[src/esm_pkg.sv]
// constants for the event source select multiplexer
package esm_pkg;
  // register bus
  localparam int          ADDR_W    = 18;
  localparam int          DATA_W    = 32;
  localparam int          REG_W     = 8;
  localparam int          NUM_REGS  = 10;
  // printed register indices; byte address is four times the index
  localparam logic [15:0] IDX_DSP_SEL      = 16'he330;
  localparam logic [15:0] IDX_ADC_GRP_SEL  = 16'he331;
  localparam logic [15:0] IDX_PWM_SEL      = 16'he332;
  localparam logic [15:0] IDX_SERIAL_SEL   = 16'he333;
  localparam logic [15:0] IDX_TIMER_SEL    = 16'he334;
  localparam logic [15:0] IDX_ADC0_LOW     = 16'he335;
  localparam logic [15:0] IDX_ADC0_HIGH    = 16'he336;
  localparam logic [15:0] IDX_ADC1_LOW     = 16'he337;
  localparam logic [15:0] IDX_ADC1_HIGH    = 16'he338;
  localparam logic [15:0] IDX_SAMPLER_SEL  = 16'he339;
  localparam logic [15:0] REG_IDX [NUM_REGS] = '{
    IDX_DSP_SEL, IDX_ADC_GRP_SEL, IDX_PWM_SEL, IDX_SERIAL_SEL, IDX_TIMER_SEL,
    IDX_ADC0_LOW, IDX_ADC0_HIGH, IDX_ADC1_LOW, IDX_ADC1_HIGH, IDX_SAMPLER_SEL};
  // writable bits of each register, others are reserved
  localparam logic [7:0]  REG_MASK [NUM_REGS] = '{
    8'h3f, 8'h3f, 8'h3f, 8'h26, 8'h1e, 8'hff, 8'h0f, 8'hff, 8'h0f, 8'h03};
  localparam logic [7:0]  REG_RESET = 8'h00;
  // register slots
  localparam int          R_DSP     = 0;
  localparam int          R_ADCGRP  = 1;
  localparam int          R_PWM     = 2;
  localparam int          R_SERIAL  = 3;
  localparam int          R_TIMER   = 4;
  localparam int          R_ADC_LOW = 5;
  localparam int          R_SAMPLER = 9;
  // field positions
  localparam int          SERIAL_BIT     = 5;
  localparam int          LUT_BIT0       = 1;
  localparam int          TIMER_BIT0     = 1;
  localparam int          SAMPLER_LO_BIT = 0;
  localparam int          SAMPLER_HI_BIT = 1;
  // structure of the routed signals
  localparam int          THREADS   = 6;
  localparam int          DSP_UNITS = 2;
  localparam int          ADC_GRP_W = 4;
  localparam int          PWM_UNITS = 4;
  localparam int          LUT_THR   = 2;
  localparam int          TIMERS    = 4;
  localparam int          ADCS      = 2;
  localparam int          GROUPS    = 3;
  localparam int          PAIRS     = 4;
  localparam int          PAIR_W    = 2;
  localparam int          EP_EV_W   = PAIRS * PAIR_W;
  localparam int          CMP_GRP   = 3;
endpackage

[src/esm_sel_reg.sv]
// one byte-wide select register with reserved bits held at zero
`timescale 1ns/1ps
module esm_sel_reg
  import esm_pkg::*;
#(
  parameter logic [7:0] MASK = 8'hff
)
(
  // clock and reset
  input  wire logic       clock,
  input  wire logic       sys_rst,
  // write port
  input  wire logic       wr_en,
  input  wire logic [7:0] wdata,
  // stored value
  output logic      [7:0] value
);
  always_ff @(posedge clock)
  begin
    if (sys_rst)
      value <= REG_RESET;
    else if (wr_en)
      value <= wdata & MASK;
  end
endmodule

[src/esm_sel_mux.sv]
// two-way selector of a bundle of event lines
`timescale 1ns/1ps
module esm_sel_mux
#(
  parameter int W = 1
)
(
  // select
  input  wire logic         sel,
  // sources
  input  wire logic [W-1:0] src0,
  input  wire logic [W-1:0] src1,
  // routed result
  output logic      [W-1:0] dst
);
  assign dst = sel ? src1 : src0;
endmodule

[src/esm_event_source_select.sv]
// event source select multiplexer with apb register access
`timescale 1ns/1ps
module esm_event_source_select
  import esm_pkg::*;
(
  // clock and reset
  input  wire logic                           clock,
  input  wire logic                           sys_rst,
  // apb slave
  input  wire logic                           psel,
  input  wire logic                           penable,
  input  wire logic                           pwrite,
  input  wire logic [ADDR_W-1:0]              paddr,
  input  wire logic [DATA_W-1:0]              pwdata,
  input  wire logic [3:0]                     pstrb,
  output logic      [DATA_W-1:0]              prdata,
  output logic                                pready,
  output logic                                pslverr,
  // peripheral event sources
  input  wire logic [DSP_UNITS-1:0]           dsp_event0,
  input  wire logic [DSP_UNITS-1:0]           dsp_event1,
  input  wire logic [ADC_GRP_W-1:0]           adc_group_even,
  input  wire logic [ADC_GRP_W-1:0]           adc_group_odd,
  input  wire logic [PWM_UNITS-1:0]           pwm_event0,
  input  wire logic [PWM_UNITS-1:0]           pwm_event1,
  input  wire logic                           uart_event,
  input  wire logic                           second_serial_unit_event,
  input  wire logic                           lookup_logic_unit_zero_event,
  input  wire logic                           lookup_logic_unit_one_event,
  input  wire logic [TIMERS-1:0]              compare_match_a,
  input  wire logic [TIMERS-1:0]              compare_match_b,
  // event processor thread outputs, events 2 to 9 of each thread
  input  wire logic [THREADS*EP_EV_W-1:0]     event_processor_out,
  input  wire logic [THREADS-1:0]             comparator_event,
  // event processor thread inputs
  output logic      [THREADS*DSP_UNITS-1:0]   thread_dsp_event,
  output logic      [THREADS*ADC_GRP_W-1:0]   thread_adc_event,
  output logic      [THREADS*PWM_UNITS-1:0]   thread_pwm_event,
  output logic                                thread5_serial_event,
  output logic      [LUT_THR-1:0]             thread_lut_event,
  output logic      [TIMERS-1:0]              thread_timer_event,
  // adc triggers, group g pair p at bits [8g+2p +: 2]
  output logic      [GROUPS*EP_EV_W-1:0]      adc0_trigger,
  output logic      [GROUPS*EP_EV_W-1:0]      adc1_trigger,
  // sampling controller channel groups
  output logic      [CMP_GRP-1:0]             sampler_lower_event,
  output logic      [CMP_GRP-1:0]             sampler_upper_event
);
  logic [REG_W-1:0] sel_q   [NUM_REGS];
  logic [NUM_REGS-1:0] hit;
  logic [NUM_REGS-1:0] wr_en;
  logic [REG_W-1:0] rd_val;
  logic             mapped;
  logic             setup_done;
  logic             xfer;
  logic [CMP_GRP-1:0] cmp_even;
  logic [CMP_GRP-1:0] cmp_odd;

  // apb: one wait state, every access completes two cycles after setup
  assign setup_done = psel && penable && !pready;
  assign xfer       = psel && penable && pready;
  assign mapped     = |hit;

  genvar gi;
  genvar gg;
  genvar gp;
  generate
    for (gi = 0; gi < NUM_REGS; gi++)
    begin : g_reg
      assign hit[gi]   = (paddr == {REG_IDX[gi], 2'b00});
      // byte lane 0 holds the whole register
      assign wr_en[gi] = xfer && pwrite && hit[gi] && pstrb[0];
      // reserved bits never store, so they read back zero
      esm_sel_reg #(.MASK(REG_MASK[gi])) u_reg (
        .clock   (clock),
        .sys_rst (sys_rst),
        .wr_en   (wr_en[gi]),
        .wdata   (pwdata[REG_W-1:0]),
        .value   (sel_q[gi])
      );
    end
  endgenerate

  always_comb
  begin
    rd_val = '0;
    for (int i = 0; i < NUM_REGS; i++)
    begin
      if (hit[i])
        rd_val = sel_q[i];
    end
  end

  always_ff @(posedge clock)
  begin
    if (sys_rst)
    begin
      pready  <= 1'b0;
      pslverr <= 1'b0;
      prdata  <= '0;
    end
    else
    begin
      pready  <= setup_done;
      pslverr <= setup_done && !mapped;
      prdata  <= (setup_done && !pwrite) ? {{(DATA_W-REG_W){1'b0}}, rd_val} : '0;
    end
  end

  // thread inputs; routing is purely combinational from the stored bits
  generate
    for (gi = 0; gi < THREADS; gi++)
    begin : g_thr
      esm_sel_mux #(.W(DSP_UNITS)) u_dsp (
        .sel  (sel_q[R_DSP][gi]),
        .src0 (dsp_event0),
        .src1 (dsp_event1),
        .dst  (thread_dsp_event[gi*DSP_UNITS +: DSP_UNITS])
      );
      esm_sel_mux #(.W(ADC_GRP_W)) u_adc (
        .sel  (sel_q[R_ADCGRP][gi]),
        .src0 (adc_group_even),
        .src1 (adc_group_odd),
        .dst  (thread_adc_event[gi*ADC_GRP_W +: ADC_GRP_W])
      );
      esm_sel_mux #(.W(PWM_UNITS)) u_pwm (
        .sel  (sel_q[R_PWM][gi]),
        .src0 (pwm_event0),
        .src1 (pwm_event1),
        .dst  (thread_pwm_event[gi*PWM_UNITS +: PWM_UNITS])
      );
    end
    for (gi = 0; gi < TIMERS; gi++)
    begin : g_tmr
      // timer k feeds thread k+1
      esm_sel_mux #(.W(1)) u_tmr (
        .sel  (sel_q[R_TIMER][TIMER_BIT0 + gi]),
        .src0 (compare_match_a[gi]),
        .src1 (compare_match_b[gi]),
        .dst  (thread_timer_event[gi])
      );
    end
    for (gi = 0; gi < LUT_THR; gi++)
    begin : g_lut
      esm_sel_mux #(.W(1)) u_lut (
        .sel  (sel_q[R_SERIAL][LUT_BIT0 + gi]),
        .src0 (lookup_logic_unit_zero_event),
        .src1 (lookup_logic_unit_one_event),
        .dst  (thread_lut_event[gi])
      );
    end
    // adc a: low register at slot 5+2a, high at 6+2a
    for (gi = 0; gi < ADCS; gi++)
    begin : g_adc
      for (gg = 0; gg < GROUPS; gg++)
      begin : g_grp
        for (gp = 0; gp < PAIRS; gp++)
        begin : g_pair
          localparam int SLOT = R_ADC_LOW + 2 * gi + gg / 2;
          localparam int BIT  = (gg % 2) * PAIRS + gp;
          localparam int T0   = 2 * gg;
          logic [PAIR_W-1:0] pair_out;
          esm_sel_mux #(.W(PAIR_W)) u_pair (
            .sel  (sel_q[SLOT][BIT]),
            .src0 (event_processor_out[T0*EP_EV_W + gp*PAIR_W +: PAIR_W]),
            .src1 (event_processor_out[(T0+1)*EP_EV_W + gp*PAIR_W +: PAIR_W]),
            .dst  (pair_out)
          );
          if (gi == 0)
          begin : g_a0
            assign adc0_trigger[gg*EP_EV_W + gp*PAIR_W +: PAIR_W] = pair_out;
          end
          else
          begin : g_a1
            assign adc1_trigger[gg*EP_EV_W + gp*PAIR_W +: PAIR_W] = pair_out;
          end
        end
      end
    end
    for (gi = 0; gi < CMP_GRP; gi++)
    begin : g_cmp
      assign cmp_even[gi] = comparator_event[2*gi];
      assign cmp_odd[gi]  = comparator_event[2*gi+1];
    end
  endgenerate

  // thread 5 serial choice
  assign thread5_serial_event = sel_q[R_SERIAL][SERIAL_BIT] ? second_serial_unit_event
                                                            : uart_event;

  // comparator groups toward the sampling controller
  esm_sel_mux #(.W(CMP_GRP)) u_cmp_lo (
    .sel  (sel_q[R_SAMPLER][SAMPLER_LO_BIT]),
    .src0 (cmp_even),
    .src1 (cmp_odd),
    .dst  (sampler_lower_event)
  );
  esm_sel_mux #(.W(CMP_GRP)) u_cmp_hi (
    .sel  (sel_q[R_SAMPLER][SAMPLER_HI_BIT]),
    .src0 (cmp_even),
    .src1 (cmp_odd),
    .dst  (sampler_upper_event)
  );
endmodule

[config.mk]
export PLATFORM = sky130hd
export DESIGN_NAME = esm_event_source_select
export DESIGN_NICKNAME = d
export VERILOG_FILES = /design/src/esm_pkg.sv /design/src/esm_sel_reg.sv /design/src/esm_sel_mux.sv /design/src/esm_event_source_select.sv
export SDC_FILE = /design/constraint.sdc
export NUM_CORES = 1
export LEC_CHECK = 0
export BUFFER_PORTS_ARGS = -buffer_cell sky130_fd_sc_hd__buf_2
export CORE_ASPECT_RATIO = 0.7
export CORE_MARGIN = 2
export CORE_UTILIZATION = 42
export CTS_CLUSTER_SIZE = 40
export DETAILED_ROUTE_END_ITERATION = 10
export PLACE_DENSITY = 0.75
export SLEW_MARGIN = 20
export SYNTH_ARGS = -nofsm -noshare
export SYNTH_HDL_FRONTEND = slang
export SYNTH_HIERARCHICAL = 1
export SYNTH_SLANG_ARGS = --single-unit
[constraint.sdc]
create_clock -name clock -period 2.2 [get_ports clock]
set_input_delay 0.33 -clock clock [delete_from_list [all_inputs] [get_ports clock]]
set_output_delay 0.33 -clock clock [all_outputs]
set_load 0.1 [all_outputs]
==> flow_summary.json, run 1 <==
{
  "stdcell_area_um2": 6340,
  "wl_mm": 15.4,
  "drtAntennaViolNets": 0,
  "post-route-util_pct": 57.2,
  "netlist.area_leader.share_pct": 27.8,
  "regArea_um2": 1220,
  "yosys_warnings": 6,
  "vias_per_cell": 5.05,
  "synth_edf_count": 0,
  "cts_max_level": 3,
  "drc_errors": 0,
  "synth_flop_cell": "dfxtp_1",
  "grt-ovfl-total": 0,
  "leakage_nw": 2.76,
  "synthXorXnorAreaFrac_pct": 0,
  "power_density_nw_per_um2": 622,
  "rsz0062_at_grt": "false",
  "grt_pass1_wl_mm": 23.6,
  "ys_seq_area_share_pct": 25.3,
  "synth_seq_cells": 61,
  "gp_congestion": 0.904,
  "crit_required_ns": 2.39,
  "worst_path_max_delay_cell": "nor4bb_4",
  "fillers": 991,
  "avgSynthCellArea_um2": 10.0,
  "core-area_um2": 11100,
  "synth_most_common_cell": "mux2_2",
  "combPwrFrac_pct": 39.5,
  "cts_resized": 0,
  "initial_core_util_pct": 43.5,
  "max-cap-violations": 0,
  "numPortBuffers": 248,
  "power_mw": 3.94,
  "period_share_pct": 87.0,
  "start_kind": "input port",
  "drive_above_1_share_pct": 58.9,
  "min_period_ns": 1.91,
  "fmax_mhz": 522,
  "die_area_um2": 12400,
  "cts_root_buf": "clkbuf_16",
  "p_seq_share_pct": 28.1,
  "dp_hpwl_mm": 12.5,
  "clk_latency_ns": 0.33,
  "syn-cell-area_um2": 4830,
  "yosysUniqueCellTypes": 50,
  "ys_top_cells_by_count": "mux2_2 (119), nor2_1 (63), dfxtp_1 (61)",
  "antenna_found_initial": 0,
  "clkTransAtPathRegs_ns": 0.05,
  "synthAdderAreaFrac_pct": 0,
  "synth-simple-area-share_pct": 12.2,
  "status": "finished, final reports clean",
  "switching_share_pct": 44.3,
  "wl_per_cell_um": 17.2,
  "numCtsBuffers": 9,
  "multi_input_area_um2": 3210,
  "post_cts_buffers": 0,
  "path_max_fanout": 6,
  "tritoncts": "done",
  "hold_buffers": 0,
  "p_sw_mw": 1.75,
  "place_worst_setup_slack_ns": -0.0325,
  "dieWidth_um": 132,
  "dp.cells": 878,
  "place_area_um2": 6070,
  "async_flop_share_pct": 0,
  "insertedDiodeCount": 0,
  "synth_top_family_by_area": "multiplexers",
  "synth_top_cell_by_area": "mux2_2",
  "finalClockSkew_ns": 0.00419,
  "track_usage_pct": 24.4,
  "slowest_delay_ns": 0.33,
  "hp-class": "input port to flip-flop",
  "rows": 32,
  "p_int_mw": 2.19,
  "synth_mux_area_share_pct": 45.7,
  "drtIter0Drc": 218,
  "synthToLayoutAreaGrowth_pct": 31.3,
  "fin_cells": 892,
  "grt_max_degree": 52,
  "syn_inst": 481,
  "pwr-share-clk_pct": 32.4,
  "ios": 300,
  "clkSinkCount": 61,
  "synthTopCellsByArea": "mux2_2 (28%), dfxtp_1 (25%), mux2i_1 (11%)",
  "clock_path_buffers": 2,
  "relSlewSlack_pct": 64.1,
  "critPathCaptureType": "flip-flop",
  "crit_type": "input port to flip-flop",
  "worst_slack_ns": 0.285,
  "grt_pass1_vias": 4514,
  "cp.arrival_ns": 2.11,
  "dieHeight_um": 93.7,
  "synth_compound_area_share_pct": 4.54,
  "cp_cell_sequence": "buf_2 -> nor4bb_4 -> nand4b_2 -> or2_1 -> nor4_1 -> buf_4 -> mux2i_1 -> nor2_1",
  "fin_nets": 881,
  "finalSetupViolCount": 0,
  "finalHoldViolations": 0,
  "dr.pass1.iters": 4,
  "irDropWorstVdd_mv": 0.377,
  "vias": 4506,
  "tightest_slew_ns": 0.538,
  "slew_viol_final": 0
}
## final timing paths
check | start | cells after the start | to | slack (ns)
setup / recovery | paddr[13] | 8 | g_reg[0].u_reg/value[2]$_SDFFE_PP0P_ | 0.29
hold / removal | pwdata[7] | 3 | g_reg[7].u_reg/value[7]$_SDFFE_PP0P_ | 0.26
setup reg to reg | pready$_SDFF_PP0_ | 8 | g_reg[6].u_reg/value[1]$_SDFFE_PP0P_ | 0.46
hold reg to reg | g_reg[3].u_reg/value[2]$_SDFFE_PP0P_ | 2 | g_reg[3].u_reg/value[2]$_SDFFE_PP0P_ | 0.55
## power groups by stage
stage	clock network (mW)	logic, mW	registers [mW]
floorplan	0	1.32	1.14
global placement	0	1.54	1.13
detailed placement	0	1.55	1.13
CTS	1.29	1.56	1.11
global route	1.35	1.61	1.11
finish	1.28	1.56	1.11
## kinds of logic (layout without fill, tap and decap cells)
logic type      Yosys count  count (layout)
other cells               9              53
compound gates           32              32
flops                    61              61
mux                     189             189
simple gates            114             114
buf+inv                  76             290
## through the flow
stage | setup TNS (ns) | hold WS [ns]
6_report | 0 | 0.263
3_3_place_gp | -0.0671 | 0.527
5_1_grt | 0 | 0.257
4_1_cts | 0 | 0.261
3_5_place_dp | -0.0325 | 0.543
2_1_floorplan | 0 | 0.402
## flip-flops by register name, summed over array words and instances, names as in the netlist
register,cells
g.u_reg/value,51
prdata,8
pready,1
pslverr,1
## cell usage in the layout, fill, tap and decap left out, types with 3 or more instances in the layout
cell / n
conb_1: 53
nor2_1: 63
o21ai_0: 3
a31oi_1: 3
buf_4: 26
mux2_4: 6
nand4_1: 3
nor3_1: 8
clkbuf_16: 9
nor4_1: 4
nor2b_1: 3
mux2_2: 119
o22ai_1: 3
o21ai_1: 7
dfxtp_1: 60
mux2i_1: 53
nand2_1: 10
or3_1: 4
buf_2: 248
a22oi_1: 5
mux4_2: 11
## critical path: cells and delay by family
kind	cells	cell delay [ns]
AND/OR/NAND/NOR	5	1.20
multiplexers	1	0.23
buffers and inverters	2	0.35
## layout make-up
type                            count  area share [%]
Clock buffer                       12            4.05
Clock inverter                      2           0.158
Inverter                            2           0.118
Multi-Input combinational cell    388            50.7
Sequential cell                    61            19.3
Tap cell                          153            3.02
Timing Repair Buffer              274            22.7
## layer usage
layer	global-route usage, %	up-vias	share of wire, %
met3	6.69	22	7.7
li1	-	2162	-
met2	41.4	206	47
met5	0	-	0
met4	5.98	0	1.8
met1	31.0	2116	44
(Power assumes the default switching activity.)
==> inputs of run 2 (changes only) <==
--- a/config.mk
+++ b/config.mk
@@ -5,13 +5,14 @@
 export SDC_FILE = /design/constraint.sdc
 export NUM_CORES = 1
 export LEC_CHECK = 0
+export ABC_AREA = 1
 export BUFFER_PORTS_ARGS = -buffer_cell sky130_fd_sc_hd__buf_2
 export CORE_ASPECT_RATIO = 0.7
 export CORE_MARGIN = 2
 export CORE_UTILIZATION = 42
 export CTS_CLUSTER_SIZE = 40
 export DETAILED_ROUTE_END_ITERATION = 10
-export PLACE_DENSITY = 0.75
+export PLACE_DENSITY = 0.72
 export SLEW_MARGIN = 20
 export SYNTH_ARGS = -nofsm -noshare
 export SYNTH_HDL_FRONTEND = slang
==> run 2 against run 1 <==
Net effect: synthesized area rose by 17%; combinational power about the same; sequential cell count did not move; critical endpoint is now thread_pwm_event[22]; non-clock buffer count shrank 12; sequential share of layout area is 2.1 points lower; via count up 48%; critical path depth shrank 5; maximum frequency grew 6.8%; cell area grew 12%; die area increased by 17%; worst hold slack improved by 0.043 ns.
==> flow_summary.json, run 2 <==
{
  "track_usage_pct": 23.3,
  "cts_resized": 0,
  "synthXorXnorAreaFrac_pct": 0,
  "dr.pass1.iters": 5,
  "synth_top_cell_by_area": "nand2_1",
  "critPathCaptureType": "output pin",
  "rsz0062_at_grt": "false",
  "wl_mm": 17.3,
  "max-cap-violations": 0,
  "layout_common_cells": "nand2_1 (540), buf_2 (248), nor2_1 (135), inv_1 (126), dfxtp_1 (61)",
  "synthToLayoutAreaGrowth_pct": 25.8,
  "dieHeight_um": 101,
  "ios": 300,
  "antenna_found_initial": 0,
  "switching_share_pct": 44.8,
  "layout_commonest_cell": "nand2_1",
  "fmax_mhz": 558,
  "initial_core_util_pct": 43.0,
  "die_area_um2": 14400,
  "wl_per_cell_um": 11.5,
  "clkSinkCount": 61,
  "path_max_fanout": 7,
  "synth_most_common_cell": "nand2_1",
  "regMostFlops": "g.u_reg/value",
  "numCtsBuffers": 9,
  "synthAdderAreaFrac_pct": 0,
  "gp_congestion": 0.926,
  "drive_above_1_share_pct": 26.0,
  "irDropWorstVdd_mv": 0.390,
  "syn-cell-area_um2": 5660,
  "p_seq_share_pct": 27.4,
  "ys_seq_area_share_pct": 21.6,
  "rows": 35,
  "grt-ovfl-total": 0,
  "avgSynthCellArea_um2": 5.23,
  "synth_mux_area_share_pct": 0.199,
  "post_cts_buffers": 0,
  "ys_top_cells_by_count": "nand2_1 (540), nor2_1 (135), inv_1 (126)",
  "whs_ns": 0.306,
  "synth_edf_count": 0,
  "clock_path_buffers": 2,
  "finalClockSkew_ns": 0.00604,
  "clk_latency_ns": 0.33,
  "hold_buffers": 0,
  "crit_required_ns": 1.87,
  "post-route-util_pct": 54.2,
  "p_int_mw": 2.24,
  "min_period_ns": 1.79,
  "numPortBuffers": 248,
  "synth_seq_cells": 61,
  "core-area_um2": 13100,
  "synthTopCellsByArea": "nand2_1 (36%), dfxtp_1 (22%), nor2_1 (9.0%)",
  "grt_pass1_vias": 5421,
  "top_regs": "g.u_reg/value: 51 flops, prdata: 8 flops",
  "vias": 6656,
  "finalHoldViolations": 0,
  "pwr-share-clk_pct": 34.4,
  "largest_reg_flops": 51,
  "p_sw_mw": 1.81,
  "finalSetupViolCount": 0,
  "drtIter0Drc": 453,
  "insertedDiodeCount": 0,
  "slew_viol_final": 0,
  "dp_hpwl_mm": 13.8,
  "drtAntennaViolNets": 0,
  "yosys_warnings": 6,
  "leakage_nw": 4.23,
  "cts_root_buf": "clkbuf_16",
  "finalSetupTns_ns": 0,
  "cts_max_level": 3,
  "synth_flop_cell": "dfxtp_1",
  "period_share_pct": 81.5,
  "combPwrFrac_pct": 38.2,
  "clkTransAtPathRegs_ns": 0.05,
  "async_flop_share_pct": 0,
  "fin_nets": 1475,
  "syn_inst": 1082,
  "hp-class": "input port to flip-flop",
  "place_area_um2": 6820,
  "cp.arrival_ns": 1.46,
  "synth_compound_area_share_pct": 4.42,
  "start_kind": "flip-flop",
  "dieWidth_um": 143,
  "stdcell_area_um2": 7110,
  "yosysUniqueCellTypes": 34,
  "netlist.area_leader.share_pct": 35.8,
  "grt_max_degree": 17,
  "vias_per_cell": 4.43,
  "power_density_nw_per_um2": 569,
  "synth_top_family_by_area": "simple AND/OR/NAND/NOR gates",
  "status": "finished, final reports clean",
  "crit_type": "flip-flop to output pin",
  "tritoncts": "done",
  "synth-simple-area-share_pct": 52.7,
  "grt_pass1_wl_mm": 26.7,
  "drc_errors": 0
}
-- run 2: worst paths after layout --
path	startpoint	to	slack, ns	cells past startpoint
min reg2reg	g_reg[3].u_reg/value[2]$_SDFFE_PP0P_	g_reg[3].u_reg/value[2]$_SDFFE_PP0P_	0.52	2
max reg2reg	g_reg[2].u_reg/value[4]$_SDFFE_PP0P_	prdata[4]$_SDFF_PP0_	0.78	10
min	pwdata[7]	g_reg[7].u_reg/value[7]$_SDFFE_PP0P_	0.31	5
max	g_reg[2].u_reg/value[5]$_SDFFE_PP0P_	thread_pwm_event[22]	0.41	3
-- run 2: cells by family (layout without fill, tap and decap cells) --
kind of cell | count (synthesis) | count (layout)
mux | 1 | 1
flops | 61 | 61
other cells | 9 | 53
buf+inv | 230 | 439
simple gates | 740 | 740
compound gates | 41 | 41
-- run 2: final cells by class --
| class | count | area, um^2 |
|---|---|---|
| Clock buffer | 12 | 246 |
| Clock inverter | 4 | 47.5 |
| Fill cell | 1409 | 6020 |
| Inverter | 161 | 604 |
| Multi-Input combinational cell | 835 | 3440 |
| Sequential cell | 61 | 1220 |
| Tap cell | 166 | 208 |
| Timing Repair Buffer | 262 | 1350 |
-- run 2: power groups by stage --
stage          Combinational, mW  Clock, mW  Sequential [mW]
2_1_floorplan               1.30          0             1.14
3_5_place_dp                1.55          0             1.13
3_3_place_gp                1.54          0             1.13
4_1_cts                     1.55       1.42             1.11
6_report                    1.55       1.39             1.11
5_1_grt                     1.62       1.48             1.11
-- run 2: metrics by stage --
step / setup slack, ns / instances / total power, mW
2_1_floorplan: 0.0887 / 1126 / 2.44
3_3_place_gp: 0.148 / 1485 / 2.67
3_5_place_dp: 0.116 / 1485 / 2.68
4_1_cts: 0.426 / 1501 / 4.08
5_1_grt: 0.216 / 1501 / 4.20
6_report: 0.407 / 1501 / 4.05
-- run 2: metal layers --
layer / part of all wire [%] / track usage, % / wire, um / vias to the layer above
met2: 43 / 36.1 / 7400 / 243
met5: 0 / 0 / 0 / -
met3: 8.2 / 4.32 / 1420 / 9
met4: 0.64 / 4.34 / 110 / 0
li1: - / - / - / 3569
met1: 48 / 33.9 / 8380 / 2835
-- run 2: worst max-delay path, stage by stage, from the launching register on --
cell and delay [ns]:
dfxtp_1 0.51, nand2_1 0.09, nand2_1 0.10, buf_2 0.43
